File: config.mk
export PLATFORM = sky130hd
export DESIGN_NAME = scs_regs
export DESIGN_NICKNAME = d
export VERILOG_FILES = /design/src/inc/scs_pkg.sv /design/src/rtl/scs_strap.sv /design/src/rtl/scs_regs.sv
export VERILOG_INCLUDE_DIRS = /design/src /design/src/inc
export SDC_FILE = /design/constraint.sdc
export NUM_CORES = 1
export LEC_CHECK = 0
export BUFFER_PORTS_ARGS = -buffer_cell sky130_fd_sc_hd__buf_2
export CAP_MARGIN = 10
export CORE_UTILIZATION = 50
export CTS_CLUSTER_DIAMETER = 120
export DETAILED_ROUTE_END_ITERATION = 8
export PLACE_DENSITY = 0.76
export SYNTH_ARGS = -nofsm -noshare
export SYNTH_HDL_FRONTEND = slang
export SYNTH_SLANG_ARGS = --single-unit
File: constraint.sdc
create_clock -name clk_sys_in -period 2.58 [get_ports clk_sys_in]
set_clock_uncertainty 0.2 [all_clocks]
set_input_delay 0.387 -clock clk_sys_in [delete_from_list [all_inputs] [get_ports clk_sys_in]]
set_output_delay 0.387 -clock clk_sys_in [all_outputs]
set_load 0.03 [all_outputs]
File: src/inc/scs_map.svh
// Purpose: register offsets, field positions, reset values and timing counts
// Assumes: 8-bit register map reached through the device's serial register port
// Notes: definitions only
`ifndef SCS_MAP_SVH
`define SCS_MAP_SVH

// register offsets
`define SCS_ADDR_TEMP_CFG 8'ha4
`define SCS_ADDR_ERR_IND 8'hb0
`define SCS_ADDR_REV 8'hff

// reset values and masks
`define SCS_CFG_RESET 8'h03
`define SCS_CFG_WMASK 8'h3f
`define SCS_ERR_RESET 1'b0
`define SCS_READ_ZERO 8'h00

// field positions
`define SCS_ERR_BIT 0
`define SCS_RATE_LSB 4

// timing: clock rate and measurement periods in milliseconds
`define SCS_CLK_KHZ 10000
`define SCS_RATE0_MS 100
`define SCS_RATE1_MS 1000
`define SCS_RATE2_MS 10000

`endif

File: src/inc/scs_pkg.sv
// Purpose: shared types of the sensor configuration and status slice
// Assumes: nothing beyond SystemVerilog packed types
// Notes: offsets and counts live in scs_map.svh
package scs_pkg;

  // register request from the serial register controller
  typedef struct packed {
    logic we;
    logic [7:0] addr;
    logic [7:0] wdata;
  } scs_req_t;

  // layout of the temperature sensor configuration register
  typedef struct packed {
    logic [1:0] unused;
    logic [1:0] sample_rate_select;
    logic enable_right;
    logic enable_left;
    logic right_sensor_powerdown;
    logic left_sensor_powerdown;
  } scs_cfg_t;

  // register access sequencing
  typedef enum logic {
    SCS_ACC_IDLE,
    SCS_ACC_RESP
  } scs_acc_state_t;

endpackage

File: src/rtl/scs_strap.sv
// Purpose: catch the single-ended video strap once after reset release
// Assumes: strap pins are stable levels synchronous to clk_sys_in
// Notes: value holds until the next reset
`timescale 1ns/10ps
module scs_strap (
  input wire logic clk_sys_in,
  input wire logic resetn_in,
  input wire logic video_neg_in,
  input wire logic video_common_mode_in,
  output logic single_ended_out
);

  logic armed_q;
  logic armed_d;
  logic se_q;
  logic se_d;

  // sample once on the first edge after release, never under reset
  always_comb begin
    armed_d = 1'b1;
    se_d = se_q;
    if (!armed_q) begin
      se_d = !video_neg_in && !video_common_mode_in;
    end
  end

  always_ff @(posedge clk_sys_in or negedge resetn_in) begin
    if (!resetn_in) begin
      armed_q <= 1'b0;
      se_q <= 1'b0;
    end else begin
      armed_q <= armed_d;
      se_q <= se_d;
    end
  end

  assign single_ended_out = se_q;

  property p_strap_capture;
    @(posedge clk_sys_in) disable iff (!resetn_in)
      $rose(armed_q) |-> se_q == (!$past(video_neg_in) && !$past(video_common_mode_in));
  endproperty
  a_strap_capture: assert property (p_strap_capture) else $error("strap not captured at release");

  property p_strap_hold;
    @(posedge clk_sys_in) disable iff (!resetn_in)
      armed_q && $past(armed_q) |-> $stable(se_q);
  endproperty
  a_strap_hold: assert property (p_strap_hold) else $error("strap changed after capture");

endmodule // scs_strap

File: src/rtl/scs_regs.sv
// Purpose: temperature sensor configuration, bus-service error flag and revision registers
// Assumes: one request per two cycles from the serial register controller
// Notes: sensor control and measurement tick derived from the configuration register
`timescale 1ns/10ps
`include "scs_map.svh"
module scs_regs #(
  parameter int unsigned RATE0_CYC = `SCS_RATE0_MS * `SCS_CLK_KHZ,
  parameter int unsigned RATE1_CYC = `SCS_RATE1_MS * `SCS_CLK_KHZ,
  parameter int unsigned RATE2_CYC = `SCS_RATE2_MS * `SCS_CLK_KHZ,
  parameter int unsigned CNT_W = 27,
  parameter logic [7:0] REV_CODE = 8'h5a // arbitrary revision value
) (
  input wire logic clk_sys_in,
  input wire logic resetn_in,
  input wire logic req_valid_in,
  input wire scs_pkg::scs_req_t req_in,
  input wire logic svc_fail_in,
  input wire logic video_neg_in,
  input wire logic video_common_mode_in,
  output logic ack_out,
  output logic [7:0] rdata_out,
  output logic sensor_on_left_out,
  output logic sensor_on_right_out,
  output logic [1:0] sample_rate_select_out,
  output logic meas_tick_out,
  output logic single_ended_out
);

  // refuse periods that do not fit the counter or are shorter than two cycles, before any logic is built
  if (CNT_W < 2 || CNT_W > 31 || RATE0_CYC < 2 || RATE1_CYC < 2 || RATE2_CYC < 2 ||
      RATE0_CYC > (32'd1 << CNT_W) || RATE1_CYC > (32'd1 << CNT_W) ||
      RATE2_CYC > (32'd1 << CNT_W)) begin : g_bad_periods
    $error("scs_regs: measurement periods do not fit CNT_W");
  end

  scs_pkg::scs_acc_state_t st_q;
  scs_pkg::scs_acc_state_t st_d;
  scs_pkg::scs_cfg_t cfg_q;
  scs_pkg::scs_cfg_t cfg_d;
  logic err_q;
  logic err_d;
  logic ack_q;
  logic ack_d;
  logic [7:0] rdata_q;
  logic [7:0] rdata_d;
  logic accept;
  logic refused;
  logic fail_evt;

  assign accept = req_valid_in && (st_q == scs_pkg::SCS_ACC_IDLE);
  // a request arriving while the previous answer is out cannot be serviced
  assign refused = req_valid_in && (st_q != scs_pkg::SCS_ACC_IDLE);
  assign fail_evt = svc_fail_in || refused;

  // register access: decode, read mux, write and read-clear side effects
  always_comb begin
    st_d = st_q;
    cfg_d = cfg_q;
    err_d = err_q;
    ack_d = 1'b0;
    rdata_d = rdata_q;
    case (st_q)
      scs_pkg::SCS_ACC_IDLE: begin
        if (req_valid_in) begin
          st_d = scs_pkg::SCS_ACC_RESP;
          ack_d = 1'b1;
          if (req_in.we) begin
            // failed write is dropped, revision and flag are not writable
            if (!svc_fail_in && req_in.addr == `SCS_ADDR_TEMP_CFG) begin
              cfg_d = scs_pkg::scs_cfg_t'(req_in.wdata & `SCS_CFG_WMASK);
            end
          end else begin
            case (req_in.addr)
              `SCS_ADDR_TEMP_CFG: rdata_d = cfg_q;
              `SCS_ADDR_ERR_IND: begin
                rdata_d = `SCS_READ_ZERO;
                rdata_d[`SCS_ERR_BIT] = err_q;
                err_d = 1'b0;
              end
              `SCS_ADDR_REV: rdata_d = REV_CODE;
              default: rdata_d = `SCS_READ_ZERO;
            endcase
          end
        end
      end
      scs_pkg::SCS_ACC_RESP: st_d = scs_pkg::SCS_ACC_IDLE;
      default: st_d = scs_pkg::SCS_ACC_IDLE;
    endcase
    // set wins over the read clear in the same cycle
    if (fail_evt) begin
      err_d = 1'b1;
    end
  end

  always_ff @(posedge clk_sys_in or negedge resetn_in) begin
    if (!resetn_in) begin
      st_q <= scs_pkg::SCS_ACC_IDLE;
      cfg_q <= scs_pkg::scs_cfg_t'(`SCS_CFG_RESET);
      err_q <= `SCS_ERR_RESET;
      ack_q <= 1'b0;
      rdata_q <= `SCS_READ_ZERO;
    end else begin
      st_q <= st_d;
      cfg_q <= cfg_d;
      err_q <= err_d;
      ack_q <= ack_d;
      rdata_q <= rdata_d;
    end
  end

  logic sens_l_q;
  logic sens_l_d;
  logic sens_r_q;
  logic sens_r_d;
  logic [1:0] rate_q;
  logic [1:0] rate_d;
  logic tick_q;
  logic tick_d;
  logic [CNT_W-1:0] cnt_q;
  logic [CNT_W-1:0] cnt_d;
  logic [CNT_W-1:0] last_cnt;

  // sensor power state and measurement timer; a rate change restarts the period
  always_comb begin
    sens_l_d = cfg_q.enable_left && !cfg_q.left_sensor_powerdown;
    sens_r_d = cfg_q.enable_right && !cfg_q.right_sensor_powerdown;
    rate_d = cfg_q.sample_rate_select;
    case (cfg_q.sample_rate_select)
      2'h0: last_cnt = CNT_W'(RATE0_CYC - 1);
      2'h1: last_cnt = CNT_W'(RATE1_CYC - 1);
      default: last_cnt = CNT_W'(RATE2_CYC - 1);
    endcase
    tick_d = 1'b0;
    cnt_d = cnt_q + CNT_W'(1);
    if (!(sens_l_q || sens_r_q) || rate_q != cfg_q.sample_rate_select) begin
      cnt_d = '0;
    end else if (cnt_q >= last_cnt) begin
      cnt_d = '0;
      tick_d = 1'b1;
    end
  end

  always_ff @(posedge clk_sys_in or negedge resetn_in) begin
    if (!resetn_in) begin
      sens_l_q <= 1'b0;
      sens_r_q <= 1'b0;
      rate_q <= 2'h0;
      tick_q <= 1'b0;
      cnt_q <= '0;
    end else begin
      sens_l_q <= sens_l_d;
      sens_r_q <= sens_r_d;
      rate_q <= rate_d;
      tick_q <= tick_d;
      cnt_q <= cnt_d;
    end
  end

  // strap capture for single-ended video
  scs_strap u_strap (
    .clk_sys_in(clk_sys_in),
    .resetn_in(resetn_in),
    .video_neg_in(video_neg_in),
    .video_common_mode_in(video_common_mode_in),
    .single_ended_out(single_ended_out)
  );

  assign ack_out = ack_q;
  assign rdata_out = rdata_q;
  assign sensor_on_left_out = sens_l_q;
  assign sensor_on_right_out = sens_r_q;
  assign sample_rate_select_out = rate_q;
  assign meas_tick_out = tick_q;

  // checks
  property p_sensor_pair;
    @(posedge clk_sys_in) disable iff (!resetn_in)
      1'b1 |=> (sensor_on_left_out == ($past(cfg_q.enable_left) && !$past(cfg_q.left_sensor_powerdown))) &&
               (sensor_on_right_out == ($past(cfg_q.enable_right) && !$past(cfg_q.right_sensor_powerdown)));
  endproperty
  a_sensor_pair: assert property (p_sensor_pair) else $error("sensor state does not follow config");

  property p_cfg_reset;
    @(posedge clk_sys_in) $rose(resetn_in) |-> cfg_q == 8'h03 && !err_q;
  endproperty
  a_cfg_reset: assert property (p_cfg_reset) else $error("wrong values after reset");

  property p_tick_needs_sensor;
    @(posedge clk_sys_in) disable iff (!resetn_in)
      meas_tick_out |-> ($past(sens_l_q) || $past(sens_r_q)) && $past(cnt_q) == $past(last_cnt);
  endproperty
  a_tick_needs_sensor: assert property (p_tick_needs_sensor) else $error("tick off period or sensors off");

  property p_err_set;
    @(posedge clk_sys_in) disable iff (!resetn_in)
      fail_evt |=> err_q;
  endproperty
  a_err_set: assert property (p_err_set) else $error("service failure not flagged");

  property p_fail_write_dropped;
    @(posedge clk_sys_in) disable iff (!resetn_in)
      accept && req_in.we && svc_fail_in |=> $stable(cfg_q);
  endproperty
  a_fail_write_dropped: assert property (p_fail_write_dropped) else $error("failed write changed config");

  property p_err_read_clear;
    @(posedge clk_sys_in) disable iff (!resetn_in)
      accept && !req_in.we && req_in.addr == 8'hb0 && !fail_evt ##1 !fail_evt |->
        !err_q && rdata_out[0] == $past(err_q) && ack_out;
  endproperty
  a_err_read_clear: assert property (p_err_read_clear) else $error("error flag not cleared by read");

  property p_rev_read;
    @(posedge clk_sys_in) disable iff (!resetn_in)
      accept && !req_in.we && req_in.addr == 8'hff |=> rdata_out == REV_CODE ##1 !ack_out;
  endproperty
  a_rev_read: assert property (p_rev_read) else $error("revision read wrong");

  property p_write_cfg;
    @(posedge clk_sys_in) disable iff (!resetn_in)
      accept && req_in.we && !svc_fail_in && req_in.addr == 8'ha4 |=> cfg_q == ($past(req_in.wdata) & 8'h3f);
  endproperty
  a_write_cfg: assert property (p_write_cfg) else $error("config write not stored");

  c_write_cfg: cover property (@(posedge clk_sys_in) disable iff (!resetn_in)
    accept && req_in.we && req_in.addr == 8'ha4);
  c_err_read_set: cover property (@(posedge clk_sys_in) disable iff (!resetn_in)
    accept && !req_in.we && req_in.addr == 8'hb0 && err_q);
  c_meas_tick: cover property (@(posedge clk_sys_in) disable iff (!resetn_in) meas_tick_out);
  c_refused: cover property (@(posedge clk_sys_in) disable iff (!resetn_in) refused);

endmodule // scs_regs

# Word level (Yosys, flattened, before mapping)
# Index checks and enable logic that the tools add are counted.
[word_totals] reg_bits=51 latchBits=0 ram_bits=0 romBits=0 out_inout_bits=15 word_cells=61 mem_count=0
[op_classes] addsub=1 n_mul=0 div=0 order_cmp=1 n_eq_ne=7 shift=0 n_mux=14 bitwise=2 n_reduce_logical=20
[ops] cell="27-bit two-way mux" n=2
[ops] cell="27-bit case mux with 2 select lines" n=1
[ops] cell="27-bit by 1-bit adder with 27-bit output (second input constant)" n=1
[ops] cell="27-bit >= comparator" n=1
[ops] cell="8-bit equality test (second input constant)" n=3
[ops] cell="7-bit case mux with 3 select lines" n=1
[ops] cell="1-bit two-way mux" n=9
[ops] cell="4-bit AND reduction" n=2
[ops] cell="1-bit logical NOT" n=6
[ops] cell="1-bit logical AND" n=5
[ops] cell="2-bit by 1-bit inequality test with 1-bit output (second input constant)" n=2
[ops] cell="2-bit nonzero test" n=2
[ops] cell="1-bit logical OR" n=3
[ops] cell="3-bit AND reduction" n=1
[ops] cell="2-bit by 1-bit equality test with 1-bit output (second input constant)" n=1
[ops] cell="2-bit logical NOT" n=1
[ops] cell="2-bit inequality test" n=1
[ops] cell="1-bit NOT" n=2
[ops] cell="1-bit case mux with 2 select lines" n=1

# Logic depth before layout (Yosys ltp)
# Gate-level depths: netlist (run 1).
[logic_depth] word_depth=6 depth_mapped=10

# Modules after synthesis
# From an unflattened synthesis (run 1), not the netlist that was laid out.
[hier_totals] cells_unflattened=276 hier_area_um2=2795.2
[by_module_without_submodules] mod="scs_regs" instances=1 cells_each=271 area_each_um2=2730.1 seq_area_each_um2=1178.6
[by_module_without_submodules] mod="scs_strap" instances=1 cells_each=5 area_each_um2=65.1 seq_area_each_um2=50.0

# Worst setup path after synthesis (run 1)
# OpenSTA, ideal clock, no wires.
[synth_path] kind="register -> register" startpoint="reg cfg_q, in the netlist rate_d[0]" endpoint="reg cnt_q[17]" arrival_ns=2.064 setup_slack_ns=0.230 path_stages_with_launch=11 path_buffers=2 cell_sequence="dfrtp_1 > buf_6 > nor2_2 > inv_1 > ha_1 > a21oi_1 > nor2b_1 > a311oi_2 > a31oi_4 > buf_6 > nor3_1"
[synth_via] elab_chain_cells=5 word_cells_on_any_way=8
[synth_lines] item="start: declaration" line_no="scs_regs.sv:38" text="scs_pkg::scs_cfg_t cfg_q;"
[synth_lines] item="start signal: assignment" line_no="scs_regs.sv:98" text="cfg_q <= scs_pkg::scs_cfg_t'(`SCS_CFG_RESET);"
[synth_lines] item="start signal: assignment" line_no="scs_regs.sv:104" text="cfg_q <= cfg_d;"
[synth_lines] item="2-bit by 1-bit equality test with 1-bit output / 2-bit logical NOT (equally long branches)" line_no="scs_regs.sv:128" text="case (cfg_q.sample_rate_select)"
[synth_lines] item="27-bit case mux with 2 select lines" line_no="scs_regs.sv:128"
[synth_lines] item="27-bit >= comparator" line_no="scs_regs.sv:137" text="end else if (cnt_q >= last_cnt) begin"
[synth_lines] item="27-bit two-way mux" line_no="scs_regs.sv:137"
[synth_lines] item="27-bit two-way mux (*)" line_no="scs_regs.sv:135" text="if (!(sens_l_q || sens_r_q) || rate_q != cfg_q.sample_rate_select) begin"
[synth_lines] item="via cnt_d[17]" line_no="scs_regs.sv:120" text="logic [CNT_W-1:0] cnt_d;"
[synth_lines] item="end signal: assignment" line_no="scs_regs.sv:155" text="cnt_q <= cnt_d;"
[synth_lines] item="end: declaration" line_no="scs_regs.sv:119" text="logic [CNT_W-1:0] cnt_q;"
# The timed path passes the listed nets; every way through them passes the cells marked *.
# A chain may end at the register's enable or synchronous reset.

# Worst setup path after layout (run 1)
[layout_path] startpoint="reg cfg_q, in the netlist rate_d[1]" endpoint="reg cnt_q[21]"
# Same word-level chain as after synthesis.

==> results of run 1 <==
==> worst paths after layout <==
kind                                      startpoint                       end  cells after the start
worst min-delay path            video_common_mode_in  u_strap.single_ended_out                      2
max in group asynchronous                  resetn_in                  cfg_q[0]                      3
worst max-delay path                       rate_d[1]                 cnt_q[21]                     10
worst max register to register             rate_d[1]                 cnt_q[21]                     10
worst min register to register       u_strap.armed_q  u_strap.single_ended_out                      1
min in group asynchronous                  resetn_in                 cnt_q[15]                      3
==> flip-flops by register name, summed over array words and instances (netlist names) <==
register                  flops
u_strap.single_ended_out      1
sensor_on_right_out           1
sample_rate_select_out        2
rate_d                        2
meas_tick_out                 1
sensor_on_left_out            1
u_strap.armed_q               1
rdata_out                     7
cnt_q                        27
cfg_q                         4
ack_out                       1
err_q                         1
==> placed cells by master (no fill, tap or decap), drive strengths merged, types with 2 or more instances in the layout <==
cell	count
nand3	20
buf	48
nor3b	2
clkbuf	6
a21oi	7
nor2	14
nor3	34
nor2b	6
a211o	2
inv	6
nand4	7
dfrtp	47
and4b	2
mux2	6
xor2	15
o31ai	2
conb	2
and3	4
clkinv	2
o21a	2
ha	13
or2	2
o21ai	3
nor4	6
a31oi	2
xnor2	15
dfstp	2
nand2	18
and4	2
==> layer usage <==
metal	GRT usage (%)	vias up	share of wire, %
li1	-	1068	-
met1	29.0	1078	46
met2	34.9	54	48
met3	4.17	11	4.1
met4	6.92	0	1.4
met5	0	-	0
==> critical path, cell delays in order (launching register included) <==
cell	delay, ns
dfrtp_1	0.43
inv_1	0.12
nand2_1	0.12
inv_1	0.17
ha_1	0.27
nand4b_1	0.12
nor2_2	0.06
a311oi_2	0.36
a31oi_4	0.15
buf_6	0.17
nor3_2	0.20
==> power by group <==
part / total [mW] / internal [mW] / switching, mW
Clock: 0.467 / 0.217 / 0.250
Sequential: 0.792 / 0.783 / 0.00907
Combinational: 0.117 / 0.0401 / 0.0773
==> metrics by stage <==
stage,instances,cell area [µm²]
after floorplan,276,2800
after global placement,378,3050
after detailed placement,378,3050
after CTS,387,3160
after global routing,388,3210
final,388,3210
==> layout make-up <==
cell class	instances	area [µm²]
repair buffers	49	289
inverters	6	22.5
flip-flops and latches	49	1230
well taps	70	87.6
multi-input cells	206	1490
clock buffers	6	82.6
fillers	438	2020
clock inverters	2	13.8
==> repair_timing <==
item	CTS	global route
buffers inserted	0	1
endpoints found under the setup margin	0	27
endpoints found under the hold margin	47	0
resized for setup	0	11
hold buffers	1	0
==> kinds of logic after synthesis <==
logic type                 count (synthesis)  share of synthesized area, %
DFF                                       49                          44.0
and+or+nand+nor                          124                          24.6
buffers and inverters                     21                          4.43
other                                      2                         0.269
AOI/OAI and AO/OA                         30                          8.73
xor gates and xnor gates                  30                          9.40
adders and majority gates                 14                          6.18
muxes                                      6                          2.42
==> results.yml, run 1 <==
run_status:
  status: "complete, no violations"
grt:
  grt_max_degree: 27
  grt_pass1_wl_mm: 10.2
  first_global_vias: 2208
  grt_use_total_pct: 21.6
  overflow: 0
  antenna_found_initial: 0
layout:
  area_growth_pct: 15.0
  drive_gt1_share_pct: 28.0
  n_antenna_cell: 0
  utilization_pct: 61.4
  nNetsFinal: 353
die:
  die_x_um: 76.8
  core_area_um2: 5240
  initial_core_util_pct: 53.4
  rows: 26
  dieArea_um2: 5890
  die_height_um: 76.8
  pin_count: 38
route:
  wl_per_cell_um: 15.3
  viasPerCell: 5.70
  drtIter0Drc: 138
  drtPass1Iterations: 4
  drc: 0
  ant_nets: 0
  dr_total_vias: 2211
  totalWireLength_mm: 5.92
placement:
  hpwl_mm: 4.36
  portBuffers: 34
  dp_slack_ns: 0.0768
  gp_congestion: 0.933
synthesis:
  syn_area_per_cell_um2: 10.1
  synth-edff-count: 0
  yosys-top-cells-count: "dfrtp_1 (47), nor3_1 (32), nand3_1 (19), nand2_1 (17)"
  ys_seq_area_share_pct: 44.0
  synth_cell_type_count: 59
  postSynth.asyncResetShare_pct: 100
  yosysTopAreaCell: "dfrtp_1"
  synth_area_leaders: "dfrtp_1 (42%), ha_1 (5.8%), nor3_1 (5.7%)"
  synth_ff_type: "dfrtp_1"
  netlist_instances: 276
  synth_nets: 312
  yosysWarnings: 0
  syn_area_um2: 2800
  yosysMostFrequentCell: "dfrtp_1"
  ys_ff_latch: 49
  synth_top_area_share_pct: 42.1
setup_path:
  r2r_slack_ns: 0.12
  worst_setup_path_start_kind: "register"
  endpoint_kind: "register"
  worstSetupPathType: "register to register"
  cp.arrival_ns: 2.47
  cp.required_ns: 2.59
  cp_max_fo: 10
power:
  peakVddDrop_uv: 405
  leakagePower_nw: 1.43
  power_mw: 1.38
  powerDensity_nw_per_um2: 428
sta:
  setup_viol: 0
  fin_crit_ns: 2.46
  rsz0062_at_grt: "true"
  tightest_slew_ns: 0.693
  setup_tns_ns: 0
  hold_viol: 0
  period_share_pct: 95.5
  fmax_mhz: 406
  setup_ws_ns: 0.116
  hold_ws_ns: 0.0571
  slew_viol_final: 0
  max_slew_margin_pct: 53.4
clocking:
  clock_sinks: 49
  ctsHtreeMaxLevel: 2
  cts_inserted_buffers: 5
  clock_latency_ns: 0.30
  cts_buffer_depth: 2
  clk_pin_slew_ns: 0.08
  cts_tree: "yes"
  cts_root_buf: "clkbuf_8"
worst_hold_path:
  hp-class: "input port to register"
job:
  drv_cap: 0
Power figures use the tool's default switching activity.
==> inputs of run 2 (changes only) <==
--- a/config.mk
+++ b/config.mk
@@ -6,12 +6,12 @@
 export SDC_FILE = /design/constraint.sdc
 export NUM_CORES = 1
 export LEC_CHECK = 0
-export BUFFER_PORTS_ARGS = -buffer_cell sky130_fd_sc_hd__buf_2
 export CAP_MARGIN = 10
 export CORE_UTILIZATION = 50
 export CTS_CLUSTER_DIAMETER = 120
 export DETAILED_ROUTE_END_ITERATION = 8
-export PLACE_DENSITY = 0.76
+export DONT_BUFFER_PORTS = 1
+export PLACE_DENSITY = 0.7
 export SYNTH_ARGS = -nofsm -noshare
 export SYNTH_HDL_FRONTEND = slang
 export SYNTH_SLANG_ARGS = --single-unit
==> results.yml, run 2 (synthesized netlist as in run 1, its figures left out) <==
sta:
  max_slew_margin_pct: 53.7
  rsz0062_at_grt: "false"
  fin_crit_ns: 2.40
  tightest_slew_ns: 0.688
  hold_ws_ns: 0.0185
  period_share_pct: 93.2
  setup_tns_ns: 0
  fmax_mhz: 416
  setup_ws_ns: 0.175
  setup_viol: 0
  slew_viol_final: 0
  hold_viol: 0
setup_path:
  cp.required_ns: 2.60
  worstSetupPathType: "register to register"
  worst_setup_path_start_kind: "register"
  endpoint_kind: "register"
  r2r_slack_ns: 0.18
  cp_max_fo: 13
  cp.arrival_ns: 2.42
power:
  p_seq_share_pct: 60.5
  leakagePower_nw: 1.28
  powerDensity_nw_per_um2: 445
  peakVddDrop_uv: 379
  p_switching_uw: 353
  internal-power_mw: 1.01
  power_frac_comb_pct: 4.8
  p_clk_share_pct: 34.7
  power_mw: 1.36
  swShare_pct: 26.0
grt:
  antenna_found_initial: 0
  grt_pass1_wl_mm: 10.0
  first_global_vias: 2129
  overflow: 0
  grt_use_total_pct: 21.8
  grt_max_degree: 50
die:
  die_height_um: 76.8
  die_x_um: 76.8
  pin_count: 38
  dieArea_um2: 5890
  core_area_um2: 5240
  rows: 26
  initial_core_util_pct: 53.4
route:
  drtIter0Drc: 109
  dr_total_vias: 2054
  drtPass1Iterations: 4
  wl_per_cell_um: 16.1
  totalWireLength_mm: 5.72
  drc: 0
  viasPerCell: 5.80
  ant_nets: 0
layout:
  nNetsFinal: 319
  final_cell_mix: "dfrtp_1 (46), nor3_1 (32), nand3_1 (19)"
  area_growth_pct: 9.27
  layout.cells.non_filler: 354
  drive_gt1_share_pct: 17.3
  n_antenna_cell: 0
  layout_commonest_cell: "dfrtp_1"
  largest_reg_flops: 27
  largest_register: "cnt_q"
clocking:
  ctsHtreeMaxLevel: 2
  cts_buffer_depth: 2
  clk_pin_slew_ns: 0.10
  post-cts-setup-buffers: 0
  cts_inserted_buffers: 5
  clock_latency_ns: 0.31
  clock_sinks: 49
  cts_root_buf: "clkbuf_8"
  cts_tree: "yes"
run_status:
  status: "complete, no violations"
job:
  drv_cap: 0
placement:
  dpl.cell_count: 341
  portBuffers: 0
  hpwl_mm: 4.12
  dp_slack_ns: 0.0388
  gp_congestion: 0.799
worst_hold_path:
  hp-class: "input port to register"
==> run 2: cell types whose count changed in the layout (fill, tap and decap cells not counted), moves of 2 or more <==
| cell | change |
|---|---|
| nor3_2 | -8 |
| dlygate4sd3_1 | +3 |
| inv_1 | -3 |
| buf_4 | -4 |
| buf_2 | -34 |
| nor3_1 | +8 |
| inv_2 | +3 |
| inv_6 | +2 |
==> run 2: what timing repair did <==
action                                  in CTS  in global routing
hold endpoints to repair                    51                  0
endpoints found under the setup margin       2                 28
resized for setup                            1                  7
pin swaps                                    0                  2
hold buffers                                 5                  0
==> run 2: layout make-up <==
class	instances	area [µm²]
fillers	461	2180
multi-input cells	206	1470
flip-flops and latches	49	1230
repair buffers	15	155
well taps	70	87.6
clock buffers	5	68.8
clock inverters	3	25.0
inverters	6	22.5
==> run 2: per-stage QoR <==
stage	cell area (µm²)	utilization, %
floorplan	2800	-
global placement	2870	54.8
detailed placement	2870	54.8
CTS	3040	58.0
global route	3050	58.3
finish	3050	58.3
==> run 2: per-layer routing <==
layer  GRT usage (%)  wire, µm
met1            28.0      2590
met2            34.6      2670
met3            5.83       342
met4            8.85       118
met5               0         0
==> run 2: worst max-delay path: stages, from the launching register on <==
cell and delay, ns:
dfrtp_2 0.46, buf_4 0.17, inv_2 0.10, ha_1 0.25, a311o_1 0.34, a221oi_2 0.31, nand2_2 0.09, buf_4 0.20
nor3_1 0.20
==> run 2: final timing paths <==
kind,startpoint,end,depth (start not counted)
worst max-delay path,rate_d[1],cnt_q[21],8
worst min-delay path,req_in[3],cfg_q[3],1
worst max register to register,rate_d[1],cnt_q[21],8
worst min register to register,cfg_q[1],sensor_on_right_out,1
max in group asynchronous,resetn_in,cfg_q[1],2
min in group asynchronous,resetn_in,cnt_q[12],2
==> run 2: power groups by stage <==
stage               logic (mW)  registers, mW  clock network (mW)
finish                  0.0654          0.822               0.472
global route            0.0766          0.826               0.521
detailed placement      0.0410          0.837                   0
CTS                     0.0666          0.823               0.489
floorplan               0.0332          0.834                   0
global placement        0.0389          0.837                   0
